[config.mk]
export PLATFORM = sky130hd
export DESIGN_NAME = rps_pin_routing
export DESIGN_NICKNAME = d
export VERILOG_FILES = /design/src/hdl/rps_pkg.sv /design/src/hdl/rps_pin_event.sv /design/src/hdl/rps_od_driver.sv /design/src/hdl/rps_pin_routing.sv
export SDC_FILE = /design/constraint.sdc
export NUM_CORES = 1
export LEC_CHECK = 0
export BUFFER_PORTS_ARGS = -buffer_cell sky130_fd_sc_hd__buf_4
export CORE_ASPECT_RATIO = 1.2
export CORE_MARGIN = 2
export CORE_UTILIZATION = 52
export DETAILED_ROUTE_END_ITERATION = 12
export GPL_TIMING_DRIVEN = 0
export PLACE_DENSITY = 0.82
export REMOVE_ABC_BUFFERS = 1
export SETUP_SLACK_MARGIN = 0.15
export SYNTH_ARGS = -nofsm -noshare
export SYNTH_HDL_FRONTEND = slang
export SYNTH_SLANG_ARGS = --single-unit
[constraint.sdc]
create_clock -name clk -period 4.52 [get_ports clk]
set_clock_uncertainty 0.2 [all_clocks]
set_input_delay 0.226 -clock clk [delete_from_list [all_inputs] [get_ports clk]]
set_output_delay 0.226 -clock clk [all_outputs]
set_load 0.005 [all_outputs]
[src/hdl/rps_pkg.sv]
// constants, field layout and source codes for the pin routing block
// assumes a 40 MHz clock and a classic wishbone master with 32-bit data
package rps_pkg;
  // register indices; byte address is four times the index
  localparam logic [7:0] RPS_IDX_PINCFG = 8'h00;
  localparam logic [7:0] RPS_IDX_PINSTAT = 8'h01;
  localparam logic [7:0] RPS_IDX_EVSTAT = 8'h02;
  localparam logic [7:0] RPS_IDX_EVMASK = 8'h03;
  localparam logic [7:0] RPS_IDX_CONTROL2 = 8'h11;
  localparam logic [7:0] RPS_IDX_SQW = 8'h13;
  localparam int RPS_ADR_W = 10;
  // pin configuration fields
  localparam int RPS_CFG_E1_EN = 0;
  localparam int RPS_CFG_E1_POL = 1;
  localparam int RPS_CFG_E2_EN = 2;
  localparam int RPS_CFG_E2_POL = 3;
  localparam int RPS_CFG_XR_EN = 4;
  localparam int RPS_CFG_RST_POL = 5;
  localparam int RPS_CFG_SW_EN = 6;
  // pin status fields
  localparam int RPS_ST_E_LVL = 0;
  localparam int RPS_ST_WD_LVL = 1;
  localparam int RPS_ST_CSEL = 2;
  localparam int RPS_ST_RSTA = 3;
  // event bits, shared by status and mask
  localparam int RPS_EV_EXT1 = 0;
  localparam int RPS_EV_EXT2 = 1;
  localparam int RPS_EV_KICK = 2;
  localparam int RPS_EV_XRST = 3;
  localparam int RPS_EV_W = 4;
  // control2 fields
  localparam int RPS_C2_PSEL_LO = 0;
  localparam int RPS_C2_SSEL_LO = 2;
  localparam int RPS_C2_OUT = 5;
  localparam int RPS_C2_LVL2 = 6;
  // square wave register field
  localparam int RPS_SQ_EN = 7;
  // reset values
  localparam logic [7:0] RPS_RST_PINCFG = 8'h00;
  localparam logic [7:0] RPS_RST_CONTROL2 = 8'h60;
  localparam logic [7:0] RPS_RST_SQW = 8'h00;
  localparam logic [RPS_EV_W-1:0] RPS_RST_EVMASK = 4'h0;
  typedef enum logic [1:0] {
    RPS_P_LEVEL = 2'b00,
    RPS_P_NIRQ = 2'b01,
    RPS_P_SQW = 2'b10,
    RPS_P_NAIRQ = 2'b11
  } rps_psel_e;
  typedef enum logic [2:0] {
    RPS_S_LEVEL = 3'b000,
    RPS_S_SQW = 3'b001,
    RPS_S_NIRQ = 3'b010,
    RPS_S_NAIRQ = 3'b011,
    RPS_S_TMR = 3'b100,
    RPS_S_NTMR = 3'b101,
    RPS_S_PSW = 3'b110,
    RPS_S_RSVD = 3'b111
  } rps_ssel_e;
endpackage : rps_pkg

[src/hdl/rps_pin_event.sv]
// edge watcher for one synchronous input pin
// assumes the pin already changes in step with clk
module rps_pin_event (
  input wire logic clk, // block clock
  input wire logic rst, // async reset, high
  input wire logic pin, // pin level
  input wire logic enable, // event enable
  input wire logic polarity, // 1 rising, 0 falling
  output logic level, // registered pin level
  output logic activePulse, // one cycle on active edge
  output logic anyEdge // one cycle on any edge
);
  // remember the pin one cycle back
  always_ff @(posedge clk or posedge rst) begin
    if (rst) begin
      level <= 1'b0;
    end else begin
      level <= pin;
    end
  end
  // edge pulses, enable gates only the active one
  always_ff @(posedge clk or posedge rst) begin
    if (rst) begin
      activePulse <= 1'b0;
      anyEdge <= 1'b0;
    end else begin
      activePulse <= enable && (pin != level) && (pin == polarity);
      anyEdge <= (pin != level);
    end
  end
endmodule : rps_pin_event

[src/hdl/rps_od_driver.sv]
// open-drain pad driver: pulls low or lets go
// assumes an external pull-up decides the released level
module rps_od_driver #(
  parameter logic RESET_OE = 1'b0
) (
  input wire logic clk, // block clock
  input wire logic rst, // async reset, high
  input wire logic level, // wanted pin level
  output logic padOut, // pad data, always low
  output logic padOe // high while pulling low
);
  // never drive high: data stays zero, enable carries the level
  always_ff @(posedge clk or posedge rst) begin
    if (rst) begin
      padOut <= 1'b0;
      padOe <= RESET_OE;
    end else begin
      padOut <= 1'b0;
      padOe <= !level;
    end
  end
endmodule : rps_od_driver

[src/hdl/rps_pin_routing.sv]
// pin routing for the clock chip: inputs, interrupt pins, reset, select
// assumes a classic wishbone master and core signals synchronous to clk
module rps_pin_routing (
  input wire logic clk, // 40 MHz clock
  input wire logic rst, // async reset, high
  input wire logic wb_cyc_i, // bus cycle
  input wire logic wb_stb_i, // bus strobe
  input wire logic wb_we_i, // write
  input wire logic [rps_pkg::RPS_ADR_W-1:0] wb_adr_i, // byte address
  input wire logic [3:0] wb_sel_i, // byte enables
  input wire logic [31:0] wb_dat_i, // write data
  output logic [31:0] wb_dat_o, // read data
  output logic wb_ack_o, // acknowledge
  input wire logic extInterruptPin, // external interrupt pin
  input wire logic watchdogKickPin, // watchdog input pin
  input wire logic extResetInN, // external reset input, low
  input wire logic chipSelectN, // serial select, low
  input wire logic serialDataIn, // serial data pin
  input wire logic coreIrq, // combined interrupt, high
  input wire logic alarmInterrupt, // alarm interrupt, high
  input wire logic timerInterrupt, // timer interrupt, high
  input wire logic squareWave, // square wave from divider
  input wire logic coreResetReq, // other reset sources, high
  input wire logic deviceReady, // core out of reset, port usable
  input wire logic sleepPowerOn, // sleep control closes switch
  output logic primaryIrqPinOut, // primary pin data
  output logic primaryIrqPinOe, // primary pin pull-low
  output logic secondaryIrqSwitchPinOut, // secondary pin data
  output logic secondaryIrqSwitchPinOe, // secondary pin pull-low
  output logic secondaryLowOhm, // secondary pin in switch mode
  output logic timerIrqPinOut, // timer pin data
  output logic timerIrqPinOe, // timer pin pull-low
  output logic squareWavePin, // push-pull clock pin
  output logic resetPinOut, // reset pin data
  output logic resetPinOe, // reset pin pull-low
  output logic extFirstIrq, // first external event pulse
  output logic extSecondIrq, // second external event pulse
  output logic watchdogKick, // watchdog kick pulse
  output logic serialSelected, // serial engine selected
  output logic serialDataGated, // serial data while selected
  output logic irq // level interrupt
);
  import rps_pkg::*;

  // byte addresses of the registers
  localparam logic [RPS_ADR_W-1:0] ADR_PINCFG = {RPS_IDX_PINCFG, 2'b00};
  localparam logic [RPS_ADR_W-1:0] ADR_PINSTAT = {RPS_IDX_PINSTAT, 2'b00};
  localparam logic [RPS_ADR_W-1:0] ADR_EVSTAT = {RPS_IDX_EVSTAT, 2'b00};
  localparam logic [RPS_ADR_W-1:0] ADR_EVMASK = {RPS_IDX_EVMASK, 2'b00};
  localparam logic [RPS_ADR_W-1:0] ADR_CONTROL2 = {RPS_IDX_CONTROL2, 2'b00};
  localparam logic [RPS_ADR_W-1:0] ADR_SQW = {RPS_IDX_SQW, 2'b00};

  // software registers
  logic [7:0] pinCfg;
  logic [7:0] control2;
  logic [7:0] sqwReg;
  logic [RPS_EV_W-1:0] evStat;
  logic [RPS_EV_W-1:0] evMask;

  // bus decode
  logic busReq;
  logic wrLow;
  logic rdEvStat;
  logic [31:0] next_rdData;

  // pin side
  logic extLevel;
  logic extPulse;
  logic wdLevel;
  logic wdPulse;
  logic wdEdge;
  logic extResetPrevN;
  logic extResetEvent;
  logic resetAssert;
  logic resetLevel;
  logic primaryLevel;
  logic secondaryLevel;
  logic [RPS_EV_W-1:0] evIn;

  // named fields
  logic ext1Enable;
  logic ext1Polarity;
  logic ext2Enable;
  logic ext2Polarity;
  logic extResetEnable;
  logic resetPolarity;
  logic powerSwitchEnable;
  logic squareWaveEnable;
  logic levelBit;
  logic secondaryLevelBit;
  rps_psel_e primarySel;
  rps_ssel_e secondarySel;

  assign ext1Enable = pinCfg[RPS_CFG_E1_EN];
  assign ext1Polarity = pinCfg[RPS_CFG_E1_POL];
  assign ext2Enable = pinCfg[RPS_CFG_E2_EN];
  assign ext2Polarity = pinCfg[RPS_CFG_E2_POL];
  assign extResetEnable = pinCfg[RPS_CFG_XR_EN];
  assign resetPolarity = pinCfg[RPS_CFG_RST_POL];
  assign powerSwitchEnable = pinCfg[RPS_CFG_SW_EN];
  assign squareWaveEnable = sqwReg[RPS_SQ_EN];
  assign levelBit = control2[RPS_C2_OUT];
  assign secondaryLevelBit = control2[RPS_C2_LVL2];
  assign primarySel = rps_psel_e'(control2[RPS_C2_PSEL_LO +: 2]);
  assign secondarySel = rps_ssel_e'(control2[RPS_C2_SSEL_LO +: 3]);

  // a request is taken once, in the cycle before ack rises
  assign busReq = wb_cyc_i && wb_stb_i && !wb_ack_o;
  assign wrLow = busReq && wb_we_i && wb_sel_i[0];
  assign rdEvStat = busReq && !wb_we_i && (wb_adr_i == ADR_EVSTAT);

  // acknowledge every request one cycle after it is seen
  always_ff @(posedge clk or posedge rst) begin
    if (rst) begin
      wb_ack_o <= 1'b0;
    end else begin
      wb_ack_o <= busReq;
    end
  end

  // read multiplexer, unmapped addresses read zero
  always_comb begin
    next_rdData = 32'h0000_0000;
    case (wb_adr_i)
      ADR_PINCFG: next_rdData[7:0] = pinCfg;
      ADR_PINSTAT: begin
        next_rdData[RPS_ST_E_LVL] = extLevel;
        next_rdData[RPS_ST_WD_LVL] = wdLevel;
        next_rdData[RPS_ST_CSEL] = serialSelected;
        next_rdData[RPS_ST_RSTA] = resetAssert;
      end
      ADR_EVSTAT: next_rdData[RPS_EV_W-1:0] = evStat;
      ADR_EVMASK: next_rdData[RPS_EV_W-1:0] = evMask;
      ADR_CONTROL2: next_rdData[7:0] = control2;
      ADR_SQW: next_rdData[7:0] = sqwReg;
      default: next_rdData = 32'h0000_0000;
    endcase
  end

  // read data register, held until the next read
  always_ff @(posedge clk or posedge rst) begin
    if (rst) begin
      wb_dat_o <= 32'h0000_0000;
    end else if (busReq && !wb_we_i) begin
      wb_dat_o <= next_rdData;
    end
  end

  // pin configuration register
  always_ff @(posedge clk or posedge rst) begin
    if (rst) begin
      pinCfg <= RPS_RST_PINCFG;
    end else if (wrLow && (wb_adr_i == ADR_PINCFG)) begin
      pinCfg <= wb_dat_i[7:0];
    end
  end

  // output select register
  always_ff @(posedge clk or posedge rst) begin
    if (rst) begin
      control2 <= RPS_RST_CONTROL2;
    end else if (wrLow && (wb_adr_i == ADR_CONTROL2)) begin
      control2 <= wb_dat_i[7:0];
    end
  end

  // square wave enable register
  always_ff @(posedge clk or posedge rst) begin
    if (rst) begin
      sqwReg <= RPS_RST_SQW;
    end else if (wrLow && (wb_adr_i == ADR_SQW)) begin
      sqwReg <= wb_dat_i[7:0];
    end
  end

  // interrupt mask register
  always_ff @(posedge clk or posedge rst) begin
    if (rst) begin
      evMask <= RPS_RST_EVMASK;
    end else if (wrLow && (wb_adr_i == ADR_EVMASK)) begin
      evMask <= wb_dat_i[RPS_EV_W-1:0];
    end
  end

  // external interrupt pin watcher
  rps_pin_event u_ext_event (
    .clk(clk),
    .rst(rst),
    .pin(extInterruptPin),
    .enable(ext1Enable),
    .polarity(ext1Polarity),
    .level(extLevel),
    .activePulse(extPulse),
    .anyEdge()
  );

  // watchdog pin watcher
  rps_pin_event u_wd_event (
    .clk(clk),
    .rst(rst),
    .pin(watchdogKickPin),
    .enable(ext2Enable),
    .polarity(ext2Polarity),
    .level(wdLevel),
    .activePulse(wdPulse),
    .anyEdge(wdEdge)
  );

  // event pulses toward the core
  always_ff @(posedge clk or posedge rst) begin
    if (rst) begin
      extFirstIrq <= 1'b0;
      extSecondIrq <= 1'b0;
      watchdogKick <= 1'b0;
    end else begin
      extFirstIrq <= extPulse;
      extSecondIrq <= wdPulse;
      watchdogKick <= wdEdge;
    end
  end

  // external reset falling edge while enabled
  always_ff @(posedge clk or posedge rst) begin
    if (rst) begin
      extResetPrevN <= 1'b1;
    end else begin
      extResetPrevN <= extResetInN;
    end
  end
  assign extResetEvent = extResetEnable && extResetPrevN && !extResetInN;

  // sticky events, a read clears them but a new event wins
  assign evIn = {extResetEvent, wdEdge, wdPulse, extPulse};
  always_ff @(posedge clk or posedge rst) begin
    if (rst) begin
      evStat <= '0;
    end else begin
      evStat <= (rdEvStat ? '0 : evStat) | evIn;
    end
  end

  // level interrupt from unmasked events
  always_ff @(posedge clk or posedge rst) begin
    if (rst) begin
      irq <= 1'b0;
    end else begin
      irq <= |(evStat & evMask);
    end
  end

  // reset output, level chosen by polarity bit
  assign resetAssert = coreResetReq || (extResetEnable && !extResetInN);
  assign resetLevel = resetPolarity ? resetAssert : !resetAssert;

  rps_od_driver #(
    .RESET_OE(1'b0)
  ) u_reset_od (
    .clk(clk),
    .rst(rst),
    .level(resetLevel),
    .padOut(resetPinOut),
    .padOe(resetPinOe)
  );

  // primary pin source, held low until the device is reachable
  always_comb begin
    case (primarySel)
      RPS_P_LEVEL: primaryLevel = levelBit;
      RPS_P_NIRQ: primaryLevel = !coreIrq;
      RPS_P_SQW: primaryLevel = squareWaveEnable ? squareWave : levelBit;
      RPS_P_NAIRQ: primaryLevel = !alarmInterrupt;
      default: primaryLevel = levelBit;
    endcase
    if (!deviceReady) begin
      primaryLevel = 1'b0;
    end
  end

  rps_od_driver #(
    .RESET_OE(1'b1)
  ) u_primary_od (
    .clk(clk),
    .rst(rst),
    .level(primaryLevel),
    .padOut(primaryIrqPinOut),
    .padOe(primaryIrqPinOe)
  );

  // secondary pin source, or power switch
  always_comb begin
    case (secondarySel)
      RPS_S_LEVEL: secondaryLevel = secondaryLevelBit;
      RPS_S_SQW: secondaryLevel = squareWaveEnable ? squareWave : secondaryLevelBit;
      RPS_S_NIRQ: secondaryLevel = !coreIrq;
      RPS_S_NAIRQ: secondaryLevel = !alarmInterrupt;
      RPS_S_TMR: secondaryLevel = timerInterrupt;
      RPS_S_NTMR: secondaryLevel = !timerInterrupt;
      RPS_S_PSW: secondaryLevel = !sleepPowerOn;
      default: secondaryLevel = secondaryLevelBit;
    endcase
    if (powerSwitchEnable) begin
      secondaryLevel = !sleepPowerOn;
    end
  end

  rps_od_driver #(
    .RESET_OE(1'b0)
  ) u_secondary_od (
    .clk(clk),
    .rst(rst),
    .level(secondaryLevel),
    .padOut(secondaryIrqSwitchPinOut),
    .padOe(secondaryIrqSwitchPinOe)
  );

  // switch mode flag for the pad strength
  always_ff @(posedge clk or posedge rst) begin
    if (rst) begin
      secondaryLowOhm <= 1'b0;
    end else begin
      secondaryLowOhm <= powerSwitchEnable;
    end
  end

  // timer pin, fixed active-low timer interrupt
  rps_od_driver #(
    .RESET_OE(1'b0)
  ) u_timer_od (
    .clk(clk),
    .rst(rst),
    .level(!timerInterrupt),
    .padOut(timerIrqPinOut),
    .padOe(timerIrqPinOe)
  );

  // push-pull clock pin
  always_ff @(posedge clk or posedge rst) begin
    if (rst) begin
      squareWavePin <= 1'b0;
    end else begin
      squareWavePin <= squareWaveEnable ? squareWave : levelBit;
    end
  end

  // serial select and gated data
  always_ff @(posedge clk or posedge rst) begin
    if (rst) begin
      serialSelected <= 1'b0;
      serialDataGated <= 1'b0;
    end else begin
      serialSelected <= !chipSelectN;
      serialDataGated <= !chipSelectN && serialDataIn;
    end
  end
endmodule : rps_pin_routing

==> flow_metrics.env <==
export IMPL_outcome="complete, no violations"
export IMPL_clock_path_buffers=2
export IMPL_cts_tree="built"
export IMPL_layout_setup_ws_ns=1.93
export IMPL_hold_violations=0
export IMPL_layout_drive_gt1_share_pct=40.2
export IMPL_grt_first_pass_wirelength_um=9730
export IMPL_timing_max_transition_violations_final=0
export IMPL_pre_cts_slack_ns=1.68
export IMPL_hp_class="in2reg"
export IMPL_finalSetupViolCount=0
export IMPL_async_reset_ff_share_pct=100
export IMPL_path_clk_slew_ns=0.06
export IMPL_hold_worst_slack_ns=0.0582
export IMPL_yosys_register_bits=59
export IMPL_synth_yosys_seq_area_share_pct=52.6
export IMPL_core_region_area_um2=5260
export IMPL_post_cts_repair_setup_buffers=0
export IMPL_vias_per_cell=5.30
export IMPL_final_period_minus_worst_setup_slack_ns=2.59
export IMPL_stdcell_area_um2=3600
export IMPL_avgRoutedWirePerCell_um=15.7
export IMPL_hpwlAfterDp_um=4190
export IMPL_synth_area_leaders="dfrtp_1 (49%), mux2_2 (12%), buf_4 (7.5%)"
export IMPL_grt_max_degree=33
export IMPL_tritoncts_num_buffers=9
export IMPL_post_synth_top_count_cell="dfrtp_1"
export IMPL_die_width_um=71.2
export IMPL_ys_dominant_reg_cell="dfrtp_1"
export IMPL_fmax_mhz=386
export IMPL_worstSetupStartpointType="input pin"
export IMPL_cts_resized=0
export IMPL_dieArea_um2=6020
export IMPL_routed_via_count=1978
export IMPL_detailedRoute_firstPassIterationCount=4
export IMPL_cap_viol_max_count=0
export IMPL_worst_setup_path_type="in2reg"
export IMPL_cp_data_arrival_time_ns=2.62
export IMPL_post_synth_instance_area_um2=2810
export IMPL_max_slew_headroom_pct=39.1
export IMPL_synthesis_yosys_warnings=0
export IMPL_fin_cells=373
export IMPL_num_io_pins=112
export IMPL_filler_cell_count=376
export IMPL_dpl_cell_count=336
export IMPL_cp_required_ns=4.55
export IMPL_port_buffer_count=56
export IMPL_kind_of_capture_point_of_the_worst_setup_path="flip-flop"
export IMPL_chipHeight_um=84.6
export IMPL_timing_worst_slew_pin_value_ns=0.911
export IMPL_p_per_area_nw_per_um2=319
export IMPL_placed_area_um2=3180
export IMPL_area_growth_pct=28.1
export IMPL_cpMaxStageDelayCell="nor3b_2"
export IMPL_dr_iter_0_viols=120
export IMPL_r2r_worst_path_cells=4
export IMPL_vdd_ir_drop_worst_mv=0.172
export IMPL_vias_in_the_first_global_route=2044
export IMPL_clockRootBuffer="clkbuf_8"
export IMPL_holdPathStages=5
export IMPL_seqCellArea_um2=1480
export IMPL_worst_case_register_to_register_setup_slack_ns=1.96
export IMPL_route_final_wire_length_um=5860
export IMPL_grt_util_all_layers_pct=21.4
export IMPL_grt_overflow=0
export IMPL_post_synth_top_area_fraction_pct=48.9
export IMPL_synth_area_per_cell_um2=12.3
export IMPL_final_layout_net_count=369
export IMPL_peak_fanout_along_the_critical_path=8
export IMPL_cp_peak_stage_delay_ns=0.66
export IMPL_synth_largest_area_cell="dfrtp_1"
export IMPL_timing_final_crit_share_pct=57.4
export IMPL_cts_sinks=59
export IMPL_ys_types=40
export IMPL_setup_tns_final_ns=0
export IMPL_grt_antenna_before_repair=0
export IMPL_synth_edf_count=0
export IMPL_crit_path_cells="dlygate4sd3_1, buf_4, nand3b_1, or4_4, nor3b_2, mux2_2"
export IMPL_post_synth_inst_count=228
export IMPL_clk_latency_ns=0.34
export IMPL_gp_congestion=0.768
export IMPL_detail_route_antenna_nets=0
export IMPL_initial_core_util_pct=53.5
export IMPL_drc_errors_left=0
export IMPL_netlist_top_cells_count="dfrtp_1 (55), mux2_2 (31), buf_4 (28)"
export IMPL_row_count=29
export IMPL_multiInputGateArea_um2=1160
export IMPL_htreeDepth=3
export IMPL_leakage_power_total_nw=1.77
export IMPL_diodes_inserted=0
export IMPL_grt_setup_unrepaired="no"
## path summary, 6_finish.rpt
check,startpoint,to
worst max-delay path,wb_cyc_i,control2[0]
worst min register to register,u_wd_event.activePulse,extSecondIrq
worst min-delay path,coreIrq,u_primary_od.padOe
min in group asynchronous,rst,squareWavePin
max in group asynchronous,rst,extResetPrevN
worst max register to register,wb_ack_o,control2[0]
## registers in the layout, summed over array words and instances (netlist names), 4 cells and up
signal	flops
control2	8
evMask	4
evStat	4
pinCfg	8
sqwReg	8
wb_dat_o	8
## kinds of logic after synthesis
logic type	after synthesis	synth area share, %
compound gates	42	10.4
xor+xnor	3	0.934
flops	59	52.6
mux	42	18.2
other cells	1	0.133
simple gates	39	8.00
buf+inv	42	9.65
## critical path, delay by kind of cell
kind          cells  cell delay (ns)
simple gates      3             1.35
buf+inv           2             0.63
mux               1             0.41
## per-layer routing
metal | vias up | wire (µm) | track usage, %
li1 | 909 | - | -
met1 | 970 | 2370 | 26.4
met2 | 88 | 2980 | 33.8
met3 | 11 | 386 | 6.12
met4 | 0 | 126 | 11.5
met5 | - | 0 | 0
## cell type report
| class | instances | share of cell area, % |
|---|---|---|
| Sequential cell | 59 | 41.1 |
| Multi-Input combinational cell | 154 | 32.3 |
| Timing Repair Buffer | 78 | 18.1 |
| Clock buffer | 9 | 3.44 |
| Clock inverter | 7 | 2.57 |
| Tap cell | 62 | 2.15 |
| Inverter | 4 | 0.417 |
## stage by stage
step	util, %	power, mW
3_5_place_dp	60.4	0.628
4_1_cts	68.5	1.16
3_3_place_gp	60.0	0.623
2_1_floorplan	-	0.579
5_1_grt	68.5	1.19
6_report	68.5	1.15
## layout by cell type, fill, tap and decap left out, drive strengths merged, types with 2 or more instances in the layout
master and count:
o21a 2, nor3 3, clkinvlp 3, nand3 2
o21ai 9, mux2i 2, a21oi 4, clkinv 2
buf 57, xnor2 2, clkbuf 9, nand3b 2
mux2 39, bufinv 2, a21o 3, a21boi 2
a221oi 3, dlygate4sd3 21, inv 4, dfrtp 55
a22oi 10, nor2 6, nand2 13, or4 3
conb 28, dfstp 4, nor2b 3, a2bb2oi 3
a22o 4
## power breakdown
part	switching, mW	internal, mW
Sequential	0.00395	0.535
Clock	0.209	0.308
Combinational	0.0448	0.0484
Total	0.258	0.891
## what timing repair did
item                       4_1_cts  5_1_grt
hold endpoints to repair        70        0
hold buffers                    21        0
setup endpoints to repair        0        0
(Power assumes the default switching activity.)
